### config.mk
export PLATFORM = sky130hd
export DESIGN_NAME = arith_result_conditioner
export DESIGN_NICKNAME = d
export VERILOG_FILES = /design/src/pkg/arith_cond_pkg.sv /design/src/rtl/arith_result_conditioner.sv
export SDC_FILE = /design/constraint.sdc
export NUM_CORES = 1
export LEC_CHECK = 0
export ABC_CLOCK_PERIOD_IN_PS = 6000
export BUFFER_PORTS_ARGS = -buffer_cell sky130_fd_sc_hd__buf_2
export CORE_UTILIZATION = 60
export CTS_CLUSTER_DIAMETER = 150
export DETAILED_ROUTE_END_ITERATION = 10
export PLACE_DENSITY = 0.83
export SETUP_SLACK_MARGIN = 0.02
export SLEW_MARGIN = 20
export SYNTH_ARGS = -nofsm -noshare
export SYNTH_HDL_FRONTEND = slang
export SYNTH_SLANG_ARGS = --single-unit
### constraint.sdc
create_clock -name core_clk -period 6 [get_ports core_clk]
set_clock_uncertainty 0.1 [all_clocks]
set_input_delay 0.3 -clock core_clk [delete_from_list [all_inputs] [get_ports core_clk]]
set_output_delay 0.3 -clock core_clk [all_outputs]
set_load 0.05 [all_outputs]
### src/pkg/arith_cond_pkg.sv
package arith_cond_pkg;
	localparam int RES_W = 48;
	localparam int ACC_W = 40;
	localparam int DREG_W = 32;
	localparam int HALF_W = 16;
	localparam int BYTE_W = 8;
	localparam logic [15:0] SAT16_MAX = 16'h7FFF;
	localparam logic [15:0] SAT16_MIN = 16'h8000;
	localparam logic [31:0] SAT32_MAX = 32'h7FFF_FFFF;
	localparam logic [31:0] SAT32_MIN = 32'h8000_0000;
	localparam logic [39:0] SAT40_MAX = 40'h7F_FFFF_FFFF;
	localparam logic [39:0] SAT40_MIN = 40'h80_0000_0000;
	// Register offsets.
	localparam logic [3:0] ADDR_STATUS = 4'h0;
	localparam logic [3:0] ADDR_RESULT = 4'h1;
	localparam logic [3:0] ADDR_RESULT_HI = 4'h2;
	// Status bit positions.
	localparam int BIT_ZERO = 0;
	localparam int BIT_NEG = 1;
	localparam int BIT_QUOT = 2;
	localparam int BIT_COND = 5;
	localparam int BIT_C0 = 12;
	localparam int BIT_C0DUP = 13;
	localparam int BIT_C1 = 14;
	localparam int BIT_AV0 = 16;
	localparam int BIT_AV0S = 17;
	localparam int BIT_AV1 = 18;
	localparam int BIT_AV1S = 19;
	localparam int BIT_V = 24;
	localparam int BIT_VDUP = 25;
	localparam int BIT_VS = 26;
	localparam int BIT_RND = 8;
	localparam logic [31:0] STATUS_RESET = 32'h0000_0000;
	typedef enum logic [1:0] {
		DST_HALF = 2'b00,
		DST_DREG = 2'b01,
		DST_ACC  = 2'b10,
		DST_BYTE = 2'b11
	} dest_t;
	typedef enum logic [1:0] {
		RND_NONE  = 2'b00,
		RND_TRUNC = 2'b01,
		RND_ROUND = 2'b10
	} rnd_t;
endpackage

### src/rtl/arith_result_conditioner.sv
`timescale 1ns/1ps
module arith_result_conditioner #(
	parameter int SHIFT_W = 5
) (
	// Clock and reset.
	input  wire logic                       core_clk,
	input  wire logic                       rst,
	// Operation issue.
	input  wire logic                       opValid,
	input  wire logic                       opAddrReg,
	input  wire logic [47:0]                opValue,
	input  wire arith_cond_pkg::dest_t      opDest,
	input  wire logic                       opAccSel,
	input  wire logic                       opSaturate,
	input  wire logic                       opSat32,
	input  wire arith_cond_pkg::rnd_t       opRound,
	input  wire logic [SHIFT_W-1:0]         opDropBits,
	input  wire logic                       opCarry,
	input  wire logic                       opAlu1,
	input  wire logic                       opQuot,
	input  wire logic                       opReportOvf,
	input  wire logic                       condSet,
	input  wire logic                       condClear,
	// Register port.
	input  wire logic [3:0]                 regAddr,
	input  wire logic [31:0]                regWdata,
	input  wire logic                       regWrite,
	input  wire logic                       regRead,
	output logic [31:0]                     regRdata,
	// Results.
	output logic [39:0]                     result,
	output logic                            resultValid,
	output logic                            conditionBit,
	output logic                            roundingSelect
);
	// The reduction function takes at most five shift bits.
	if (SHIFT_W < 1 || SHIFT_W > 5) begin : g_shift_check
		$error("SHIFT_W out of range");
	end

	logic [31:0] arithStatusReg;
	logic [39:0] next_result;
	logic        next_ovf;
	logic [47:0] rounded;

	function automatic logic [47:0] reduce(input logic [47:0] v, input logic [4:0] n,
			input arith_cond_pkg::rnd_t m, input logic conv);
		logic [47:0] half;
		logic [47:0] mask;
		logic [47:0] low;
		logic [47:0] base;
		half = 48'h0000_0000_0000;
		mask = 48'h0000_0000_0000;
		low = 48'h0000_0000_0000;
		base = 48'h0000_0000_0000;
		if (n == 5'd0 || m == arith_cond_pkg::RND_NONE) begin
			reduce = v;
		end else begin
			mask = (48'h0000_0000_0001 << n) - 48'h0000_0000_0001;
			half = 48'h0000_0000_0001 << (n - 5'd1);
			low = v & mask;
			base = $signed(v) >>> n;
			if (m == arith_cond_pkg::RND_ROUND) begin
				if (low > half)
					base = base + 48'h0000_0000_0001;
				else if (low == half && (!conv || base[0]))
					base = base + 48'h0000_0000_0001;
			end
			reduce = base;
		end
	endfunction

	function automatic logic fits(input logic [47:0] v, input int w);
		logic [47:0] top;
		top = $signed(v) >>> (w - 1);
		fits = (top == 48'h0000_0000_0000) || (top == 48'hFFFF_FFFF_FFFF);
	endfunction

	always_comb begin
		rounded = reduce(opValue, 5'(opDropBits), opRound, arithStatusReg[arith_cond_pkg::BIT_RND]);
		next_result = 40'h00_0000_0000;
		next_ovf = 1'b0;
		unique case (opDest)
			arith_cond_pkg::DST_HALF: begin
				if (opSaturate && !fits(rounded, 16))
					next_result = {24'h00_0000, rounded[47] ? arith_cond_pkg::SAT16_MIN
						: arith_cond_pkg::SAT16_MAX};
				else
					next_result = {24'h00_0000, rounded[15:0]};
				next_ovf = !opSaturate && !fits(rounded, 16);
			end
			arith_cond_pkg::DST_DREG: begin
				if (opSaturate && !fits(rounded, 32))
					next_result = {8'h00, rounded[47] ? arith_cond_pkg::SAT32_MIN
						: arith_cond_pkg::SAT32_MAX};
				else
					next_result = {8'h00, rounded[31:0]};
				next_ovf = !opSaturate && !fits(rounded, 32);
			end
			arith_cond_pkg::DST_ACC: begin
				if (opSaturate && opSat32 && !fits(rounded, 32))
					next_result = rounded[47] ? {{8{1'b1}}, arith_cond_pkg::SAT32_MIN}
						: {8'h00, arith_cond_pkg::SAT32_MAX};
				else if (opSaturate && !fits(rounded, 40))
					next_result = rounded[47] ? arith_cond_pkg::SAT40_MIN
						: arith_cond_pkg::SAT40_MAX;
				else
					next_result = rounded[39:0];
				next_ovf = !opSaturate && !fits(rounded, 40);
			end
			arith_cond_pkg::DST_BYTE: begin
				next_result = {32'h0000_0000, rounded[7:0]};
				next_ovf = 1'b0;
			end
		endcase
	end

	// Flags live in one status word; address-register operations skip it.
	logic flagUpdate;
	logic swWrite;
	logic [31:0] wd;
	assign flagUpdate = opValid && !opAddrReg;
	assign swWrite = regWrite && regAddr == arith_cond_pkg::ADDR_STATUS;
	assign wd = regWdata;

	always_ff @(posedge core_clk or posedge rst) begin
		if (rst) begin
			arithStatusReg <= arith_cond_pkg::STATUS_RESET;
		end else begin
			if (swWrite)
				arithStatusReg <= wd;
			if (flagUpdate) begin
				arithStatusReg[arith_cond_pkg::BIT_ZERO] <= (next_result == 40'h00_0000_0000);
				arithStatusReg[arith_cond_pkg::BIT_NEG] <= opDest == arith_cond_pkg::DST_ACC
					? next_result[39] : opDest == arith_cond_pkg::DST_DREG ? next_result[31]
					: next_result[15];
				arithStatusReg[arith_cond_pkg::BIT_QUOT] <= opQuot;
				if (opAlu1) begin
					arithStatusReg[arith_cond_pkg::BIT_C1] <= opCarry;
				end else begin
					arithStatusReg[arith_cond_pkg::BIT_C0] <= opCarry;
					arithStatusReg[arith_cond_pkg::BIT_C0DUP] <= opCarry;
				end
				if (opDest == arith_cond_pkg::DST_ACC) begin
					if (opAccSel) begin
						arithStatusReg[arith_cond_pkg::BIT_AV1] <= next_ovf;
						if (next_ovf)
							arithStatusReg[arith_cond_pkg::BIT_AV1S] <= 1'b1;
					end else begin
						arithStatusReg[arith_cond_pkg::BIT_AV0] <= next_ovf;
						if (next_ovf)
							arithStatusReg[arith_cond_pkg::BIT_AV0S] <= 1'b1;
					end
				end else if (opReportOvf) begin
					arithStatusReg[arith_cond_pkg::BIT_V] <= next_ovf;
					arithStatusReg[arith_cond_pkg::BIT_VDUP] <= next_ovf;
					if (next_ovf)
						arithStatusReg[arith_cond_pkg::BIT_VS] <= 1'b1;
				end
			end
			if (condSet)
				arithStatusReg[arith_cond_pkg::BIT_COND] <= 1'b1;
			else if (condClear)
				arithStatusReg[arith_cond_pkg::BIT_COND] <= 1'b0;
		end
	end

	always_ff @(posedge core_clk or posedge rst) begin
		if (rst) begin
			result <= 40'h00_0000_0000;
			resultValid <= 1'b0;
		end else begin
			resultValid <= opValid;
			if (opValid)
				result <= next_result;
		end
	end

	always_ff @(posedge core_clk or posedge rst) begin
		if (rst) begin
			regRdata <= 32'h0000_0000;
		end else if (regRead) begin
			unique case (regAddr)
				arith_cond_pkg::ADDR_STATUS: regRdata <= arithStatusReg;
				arith_cond_pkg::ADDR_RESULT: regRdata <= result[31:0];
				arith_cond_pkg::ADDR_RESULT_HI: regRdata <= {24'h00_0000, result[39:32]};
				default: regRdata <= 32'h0000_0000;
			endcase
		end else begin
			regRdata <= 32'h0000_0000;
		end
	end

	assign conditionBit = arithStatusReg[arith_cond_pkg::BIT_COND];
	assign roundingSelect = arithStatusReg[arith_cond_pkg::BIT_RND];
endmodule // arith_result_conditioner

==> results.md, run 1 <==
- Top post-synthesis cells by area: dfrtp_1 (20%), mux4_2 (8.0%), nand2_1 (6.6%)
- GRT overflow: 119
- Placed wire-length estimate: approximately 47,000 um
- Stopped at: global routing
- Number of synthesized flops with an enable pin: 0
- Syn nets: ~1,800
- Synth Area in Simple Gates: 0.276
- First-pass GRT wire length: roughly 140,000 um
- Status: did not finish
- Syn avg cell area: 7.84 um2
- #FFs+latches synth: approximately 110
- Dominant synthesized flop cell: dfrtp_1
- Largest net degree at the start of global routing: 64
- Cell taking the most area after synthesis: dfrtp_1
- Die Wd: between 150 and 200 um
- Placed insts: 2,481
- Synth warn: 0
- Die height: 150 um
- Final Wtd Congestion: approximately 1.1
- Asr flop ratio synth: 1.00
- CTS Buf Count: 9
- TritonCTS Sinks: 105
- H-tree depth: 3
- Yosys top cell area share: 0.199
- I/O Pins: 183
- Tool error: [ERROR GRT-0116] Global routing finished with congestion. Check the congestion regions in the DRC Viewer.
- Site row count: 53
- Synthesized cell area: 0.0132 mm2
- Synth Instances: 1,683
- XOR/XNOR Fraction of Synth Area: 0.0252
- Sequential-to-total area share from yosys stat: 0.199
- Placed cell area: 0.0177 mm2
- Compound-cell area share of the yosys netlist: 0.239
- PortBufs: roughly 180
- Library cells used by synthesis: 107
- Max Buffers Root-to-Sink: 2
- Clock root cell: clkbuf_16
- Initial cell density of the core: 0.620
- Mux contribution to synthesized area: 0.169
- Largest family of logic cells by synthesized area: simple AND/OR/NAND/NOR gates
- Adder-Cell Fraction of Synth Area: 0.0360
- GRT Total Usage: 0.822
- Vias in the first global route: 22,700
-- synthesized netlist by cell type, types with 33 or more instances --
cell type / instances
dfrtp_1: 105
mux2i_1: 63
nand2_1: 231
nor2_1: 167
mux4_2: 47
mux2_2: 45
nor3_1: 41
a22oi_1: 43
ha_1: 38
clkbuf_1: 70
a21oi_1: 83
nand3_1: 56
and2_1: 33
o21ai_0: 101
-- what timing repair did --
action | in CTS
pin swaps | 48
hold endpoints to repair | 42
setup endpoints to repair | 48
cloned | 2
resized for setup | 134
setup buffers | 45
hold buffers | 1
-- metal layers --
| layer | global-route usage | GRT overflow |
|---|---|---|
| met5 | 0.477 | 1 |
| met4 | 0.805 | 55 |
| met3 | 0.699 | 5 |
| met2 | 0.944 | 57 |
| met1 | 0.833 | 1 |
-- kinds of logic after synthesis --
| group | after synthesis |
|---|---|
| AO/OA/AOI/OAI | 458 |
| XOR/XNOR | 38 |
| adder cells (fa/ha/maj) | 38 |
| buffers and inverters | 155 |
| flip-flops | 105 |
| multiplexers | 158 |
| other | 1 |
| AND/OR/NAND/NOR | 730 |
-- through the flow --
stage	util	hold slack, ps	setup WS (ps)
after detailed placement	0.830	287	-1680
after global placement	0.830	269	-1320
after CTS	0.887	14.7	-673
after floorplan	-	231	-1300
==> run 2, diff against run 1 <==
Settings changed: CORE_UTILIZATION 60 to 40, CTS_CLUSTER_DIAMETER 150 to not set, PLACE_DENSITY 0.83 to not set, PLACE_DENSITY_LB_ADDON set to 0.15, SETUP_SLACK_MARGIN 0.02 to not set.
==> run 2 against run 1 <==
The flow now finishes, with violations (setup timing); synthesized cell count unchanged; synthesized area did not move.
==> results.md, run 2 <==
- Status: finished, violations left
- Failing checks: setup timing
- FF+latch area: around 0.0026 mm2
- Initial antenna violation count: 1
- Count of final setup violators: 47
- Worst VDD drop: 0.153 mV
- #FFs+latches synth: 105
- Worst reg-to-reg path cell count: 19
- Count leader, synth: nand2_1
- Critical R2R Launch: arithStatusReg[8]$_DFFE_PP0P_
- Site row count: 66
- Max_cap viols: 0
- Hold Path End: arithStatusReg[29]$_DFFE_PP0P_
- Post-synth top cells: nand2_1 (231), nor2_1 (167), dfrtp_1 (105), o21ai_0 (101), a21oi_1 (83)
- Relative slew margins: 0.495
- Reg with most FFs: result
- Filler instances: 2,963
- Final net count: ~2,500
- RSZ-0062 raised after global routing: yes
- Worst EP arrival: 6930 ps
- Depth of the worst hold-timing path: 3
- TritonRoute pass-1 iters: 7
- Initial cell density of the core: 0.407
- Required @ worst endpoint: 6150 ps
- First-pass GRT wire length: approximately 95,000 um
- Largest net degree at the start of global routing: 83
- Biggest regs: result (40), arithStatusReg (32), regRdata (32)
- GRT overflow: 0
- Placed wire-length estimate: 49,700 um
- Max Buffers Root-to-Sink: 2
- Die height: ~180 um
- CTS Buf Count: 9
- Yosys top cell area share: 0.199
- Final instance area: 0.0200 mm2
- TritonCTS Sinks: about 110
- Clock latency on the worst-skew pair: between 300 and 400 ps
- Vias in the first global route: approximately 16,000
- Largest register FFs: 40
- Area Growth Syn to Fin: 51.2%
- H-tree depth: 3
- Hold Path Origin: regWdata[29]
- Clock-pin slew on the worst setup and hold paths: ~70 ps
- Clock root cell: clkbuf_16
- Crit path launch type: input pin
- Number of synthesized flops with an enable pin: 0
- DR DRC count: 0
- Post-layout minimum cycle time: 6780 ps
- Final ANT Viol Nets: 0
- Worst-margin pin slew: 757 ps
- Die Wd: 184 um
- Type of element capturing the critical path: flip-flop
- Cell taking the most area after synthesis: dfrtp_1
- DR vias/cell: 6.05
- Fmax: 147 MHz
- Synth Instances: ~1,700
- Sequential-to-total area share from yosys stat: 0.199
- Final Wtd Congestion: roughly 1.0
- Area of the core: 0.0325 mm2
- WL/cell: approximately 22 um
- GRT Total Usage: 0.364
- Final Hold Viols: 0
- CTS tree: done
- Most frequent cells in the layout: buf_4 (537), nand2_1 (224), buf_2 (178)
- Placed cell area: approximately 0.018 mm2
- Syn avg cell area: 7.84 um2
- Post-route setup slack: -782 ps
- Multi-input logic area: 0.0108 mm2
- Synth warn: 0
- Fin. max-slew vios: 0
- R2r setup slk: 720 ps
- Iteration-0 DRC Markers: about 1,400
- Final period util: 1.13
- Synthesized cell area: 0.0132 mm2
- PortBufs: between 150 and 200
- Fin cells: around 2,800
- Slowest-stage cell, CP: or4_4
- Total number of vias: 16,800
- Total wire length: 62,200 um
- Reg2reg end: arithStatusReg[0]$_DFFE_PP0P_
- I/O Pins: between 150 and 200
- Commonest non-fill, non-tap cell in the layout: buf_4
- Die area: 0.0337 mm2
- Asr flop ratio synth: 1.00
- Library cells used by synthesis: 107
- Slowest Stage Delay on Critical Path: 550 ps
- Placed insts: 2,712
- Hold Path Class: in -> reg
- Leak Pwr: 0.00899 uW
- Top post-synthesis cells by area: dfrtp_1 (20%), mux4_2 (8.0%), nand2_1 (6.6%)
- Dominant synthesized flop cell: dfrtp_1
- Critical path class: in -> reg
- Syn nets: 1,829
- Max Fanout on Critical Path: 7
- Layout cells sized above 1: 0.449
- Pwr per Cell Area: 165 mW/mm2
## run 2: routing by layer
metal  global-route usage  share of wire  up-vias
met3               0.0489          0.076      182
met2                0.608           0.47      842
met5                    0        0.00039        -
li1                     -              -     7671
met4                0.193          0.058        2
met1                0.456           0.40     8113
## run 2: logic make-up after synthesis
logic type               share of synthesized area
adder cells (fa/ha/maj)                     0.0360
flip-flops                                   0.199
XOR/XNOR                                    0.0252
multiplexers                                 0.169
AND/OR/NAND/NOR                              0.276
other                                     0.000284
AO/OA/AOI/OAI                                0.239
buffers and inverters                       0.0548
## run 2: worst max-delay path, delay by kind of cell
family / cells / cell delay [ps]
AND/OR/NAND/NOR: 16 / 3860
adder cells (fa/ha/maj): 2 / 460
XOR/XNOR: 1 / 270
buffers and inverters: 7 / 730
AO/OA/AOI/OAI: 6 / 1300
## run 2: worst max path at each step
stage / start / end / slack (ps) / cells after the start
floorplan: opDropBits[0] / arithStatusReg[0]$_DFFE_PP0P_ / -1300 / 37
global placement: opDropBits[1] / arithStatusReg[0]$_DFFE_PP0P_ / -1370 / 27
detailed placement: opDropBits[2] / arithStatusReg[0]$_DFFE_PP0P_ / -1450 / 30
CTS: opDropBits[3] / arithStatusReg[0]$_DFFE_PP0P_ / -630 / 31
global route: opDropBits[4] / arithStatusReg[0]$_DFFE_PP0P_ / -970 / 33
finish: opDropBits[4] / arithStatusReg[0]$_DFFE_PP0P_ / -780 / 32
## run 2: final cells by class
cell class	instances	area share
inverter	31	0.00633
clock buffer	10	0.0115
antenna	1	0.000125
timing repair buffer	759	0.276
tap	442	0.0277
sequential	105	0.132
multi-input combinational	1424	0.543
clock inverter	5	0.00282
## run 2: stage by stage
step	total power (uW)	setup slack, ps	hold WS (ps)	TNS [ps]	utilization
after floorplan	1770	-1300	231	-35340	-
after global placement	2550	-1370	179	-44460	0.565
after detailed placement	2570	-1450	180	-41830	0.565
after CTS	3250	-634	22.6	-8620	0.606
after global routing	3460	-973	39.0	-22630	0.615
final	3300	-782	32.1	-10620	0.615
## run 2: repair_timing
item | CTS | global route
endpoints found under the hold margin | 23 | 0
resized for setup | 158 | 51
pin swaps | 64 | 40
buffers inserted | 43 | 19
endpoints found under the setup margin | 48 | 48
hold buffers | 1 | 0
cloned | 1 | 1
## run 2: power breakdown
group	internal (uW)	switching [uW]	leakage, uW	total, uW
Combinational	833	1050	0.00751	1880
Clock	321	249	0.000139	571
Sequential	788	61.0	0.00135	849
Total	1940	1360	0.00899	3300
Power figures use the tool's default switching activity.
==> run 3, diff against run 2 <==
Settings changed: ABC_CLOCK_PERIOD_IN_PS 6000 to 6700, CORE_ASPECT_RATIO set to 2.
Clock period 6 ns to 6.7 ns, I/O delays scaled along.
==> run 3 against run 2 <==
The flow now stops in global routing; synthesized area unchanged; synthesized cell count unchanged.
==> results.md, run 3 <==
- Status: did not finish
- PortBufs: roughly 180
- Post-synth top cells: nand2_1 (231), nor2_1 (167), dfrtp_1 (105), o21ai_0 (101), a21oi_1 (83)
- Synth Instances: around 1,700
- I/O Pins: 183
- GRT overflow: 18
- Placed cell area: 0.0180 mm2
- Setup WS pre-CTS: -1040 ps
- TritonCTS Sinks: between 100 and 150
- GRT Total Usage: 0.530
- Stopped at: global routing
- Die Wd: between 100 and 150 um
- Final Wtd Congestion: 1.11
- Initial cell density of the core: 0.408
- CTS Buf Count: 9
- Cell taking the most area after synthesis: dfrtp_1
- Number of synthesized flops with an enable pin: 0
- Synthesized cell area: 0.0132 mm2
- Max Buffers Root-to-Sink: 2
- H-tree depth: 3
- Placed wire-length estimate: 63,500 um
- Synth warn: 0
- Site row count: 93
- #FFs+latches synth: between 100 and 150
- Top post-synthesis cells by area: dfrtp_1 (20%), mux4_2 (8.0%), nand2_1 (6.6%)
- Vias in the first global route: 18,700
- Asr flop ratio synth: 1.00
- Sequential-to-total area share from yosys stat: 0.199
- Syn avg cell area: around 7.8 um2
- Largest net degree at the start of global routing: 65
- Yosys top cell area share: 0.199
- First-pass GRT wire length: 129,000 um
- Library cells used by synthesis: 107
- Tool error: [ERROR GRT-0116] Global routing finished with congestion. Check the congestion regions in the DRC Viewer.
- Dominant synthesized flop cell: dfrtp_1
- Clock root cell: clkbuf_16
- Syn nets: 1,829
- Die height: 259 um
- Count leader, synth: nand2_1
## run 3: layer usage
metal  GRT overflow  global-route usage
met1              0               0.480
met3              0               0.205
met5              0             0.00302
met2              7               0.836
met4             11               0.603
## run 3: repair_timing
action / CTS
hold buffers: 1
gates resized for setup: 83
cloned: 1
pin swaps: 42
endpoints found under the hold margin: 41
endpoints found under the setup margin: 30
buffers inserted: 26
## run 3: logic make-up after synthesis
| kind of cell | share of synthesized area |
|---|---|
| and+or+nand+nor | 0.276 |
| AOI/OAI and AO/OA | 0.239 |
| muxes | 0.169 |
| buffers and inverters | 0.0548 |
| DFF | 0.199 |
| adders and majority gates | 0.0360 |
| xor gates and xnor gates | 0.0252 |
| other | 0.000284 |
## run 3: through the flow
stage | util | cells | hold slack, ps
floorplan | - | 1683 | 266
global placement | 0.556 | 2648 | 299
detailed placement | 0.556 | 2648 | 311
CTS | 0.583 | 2688 | 53.0
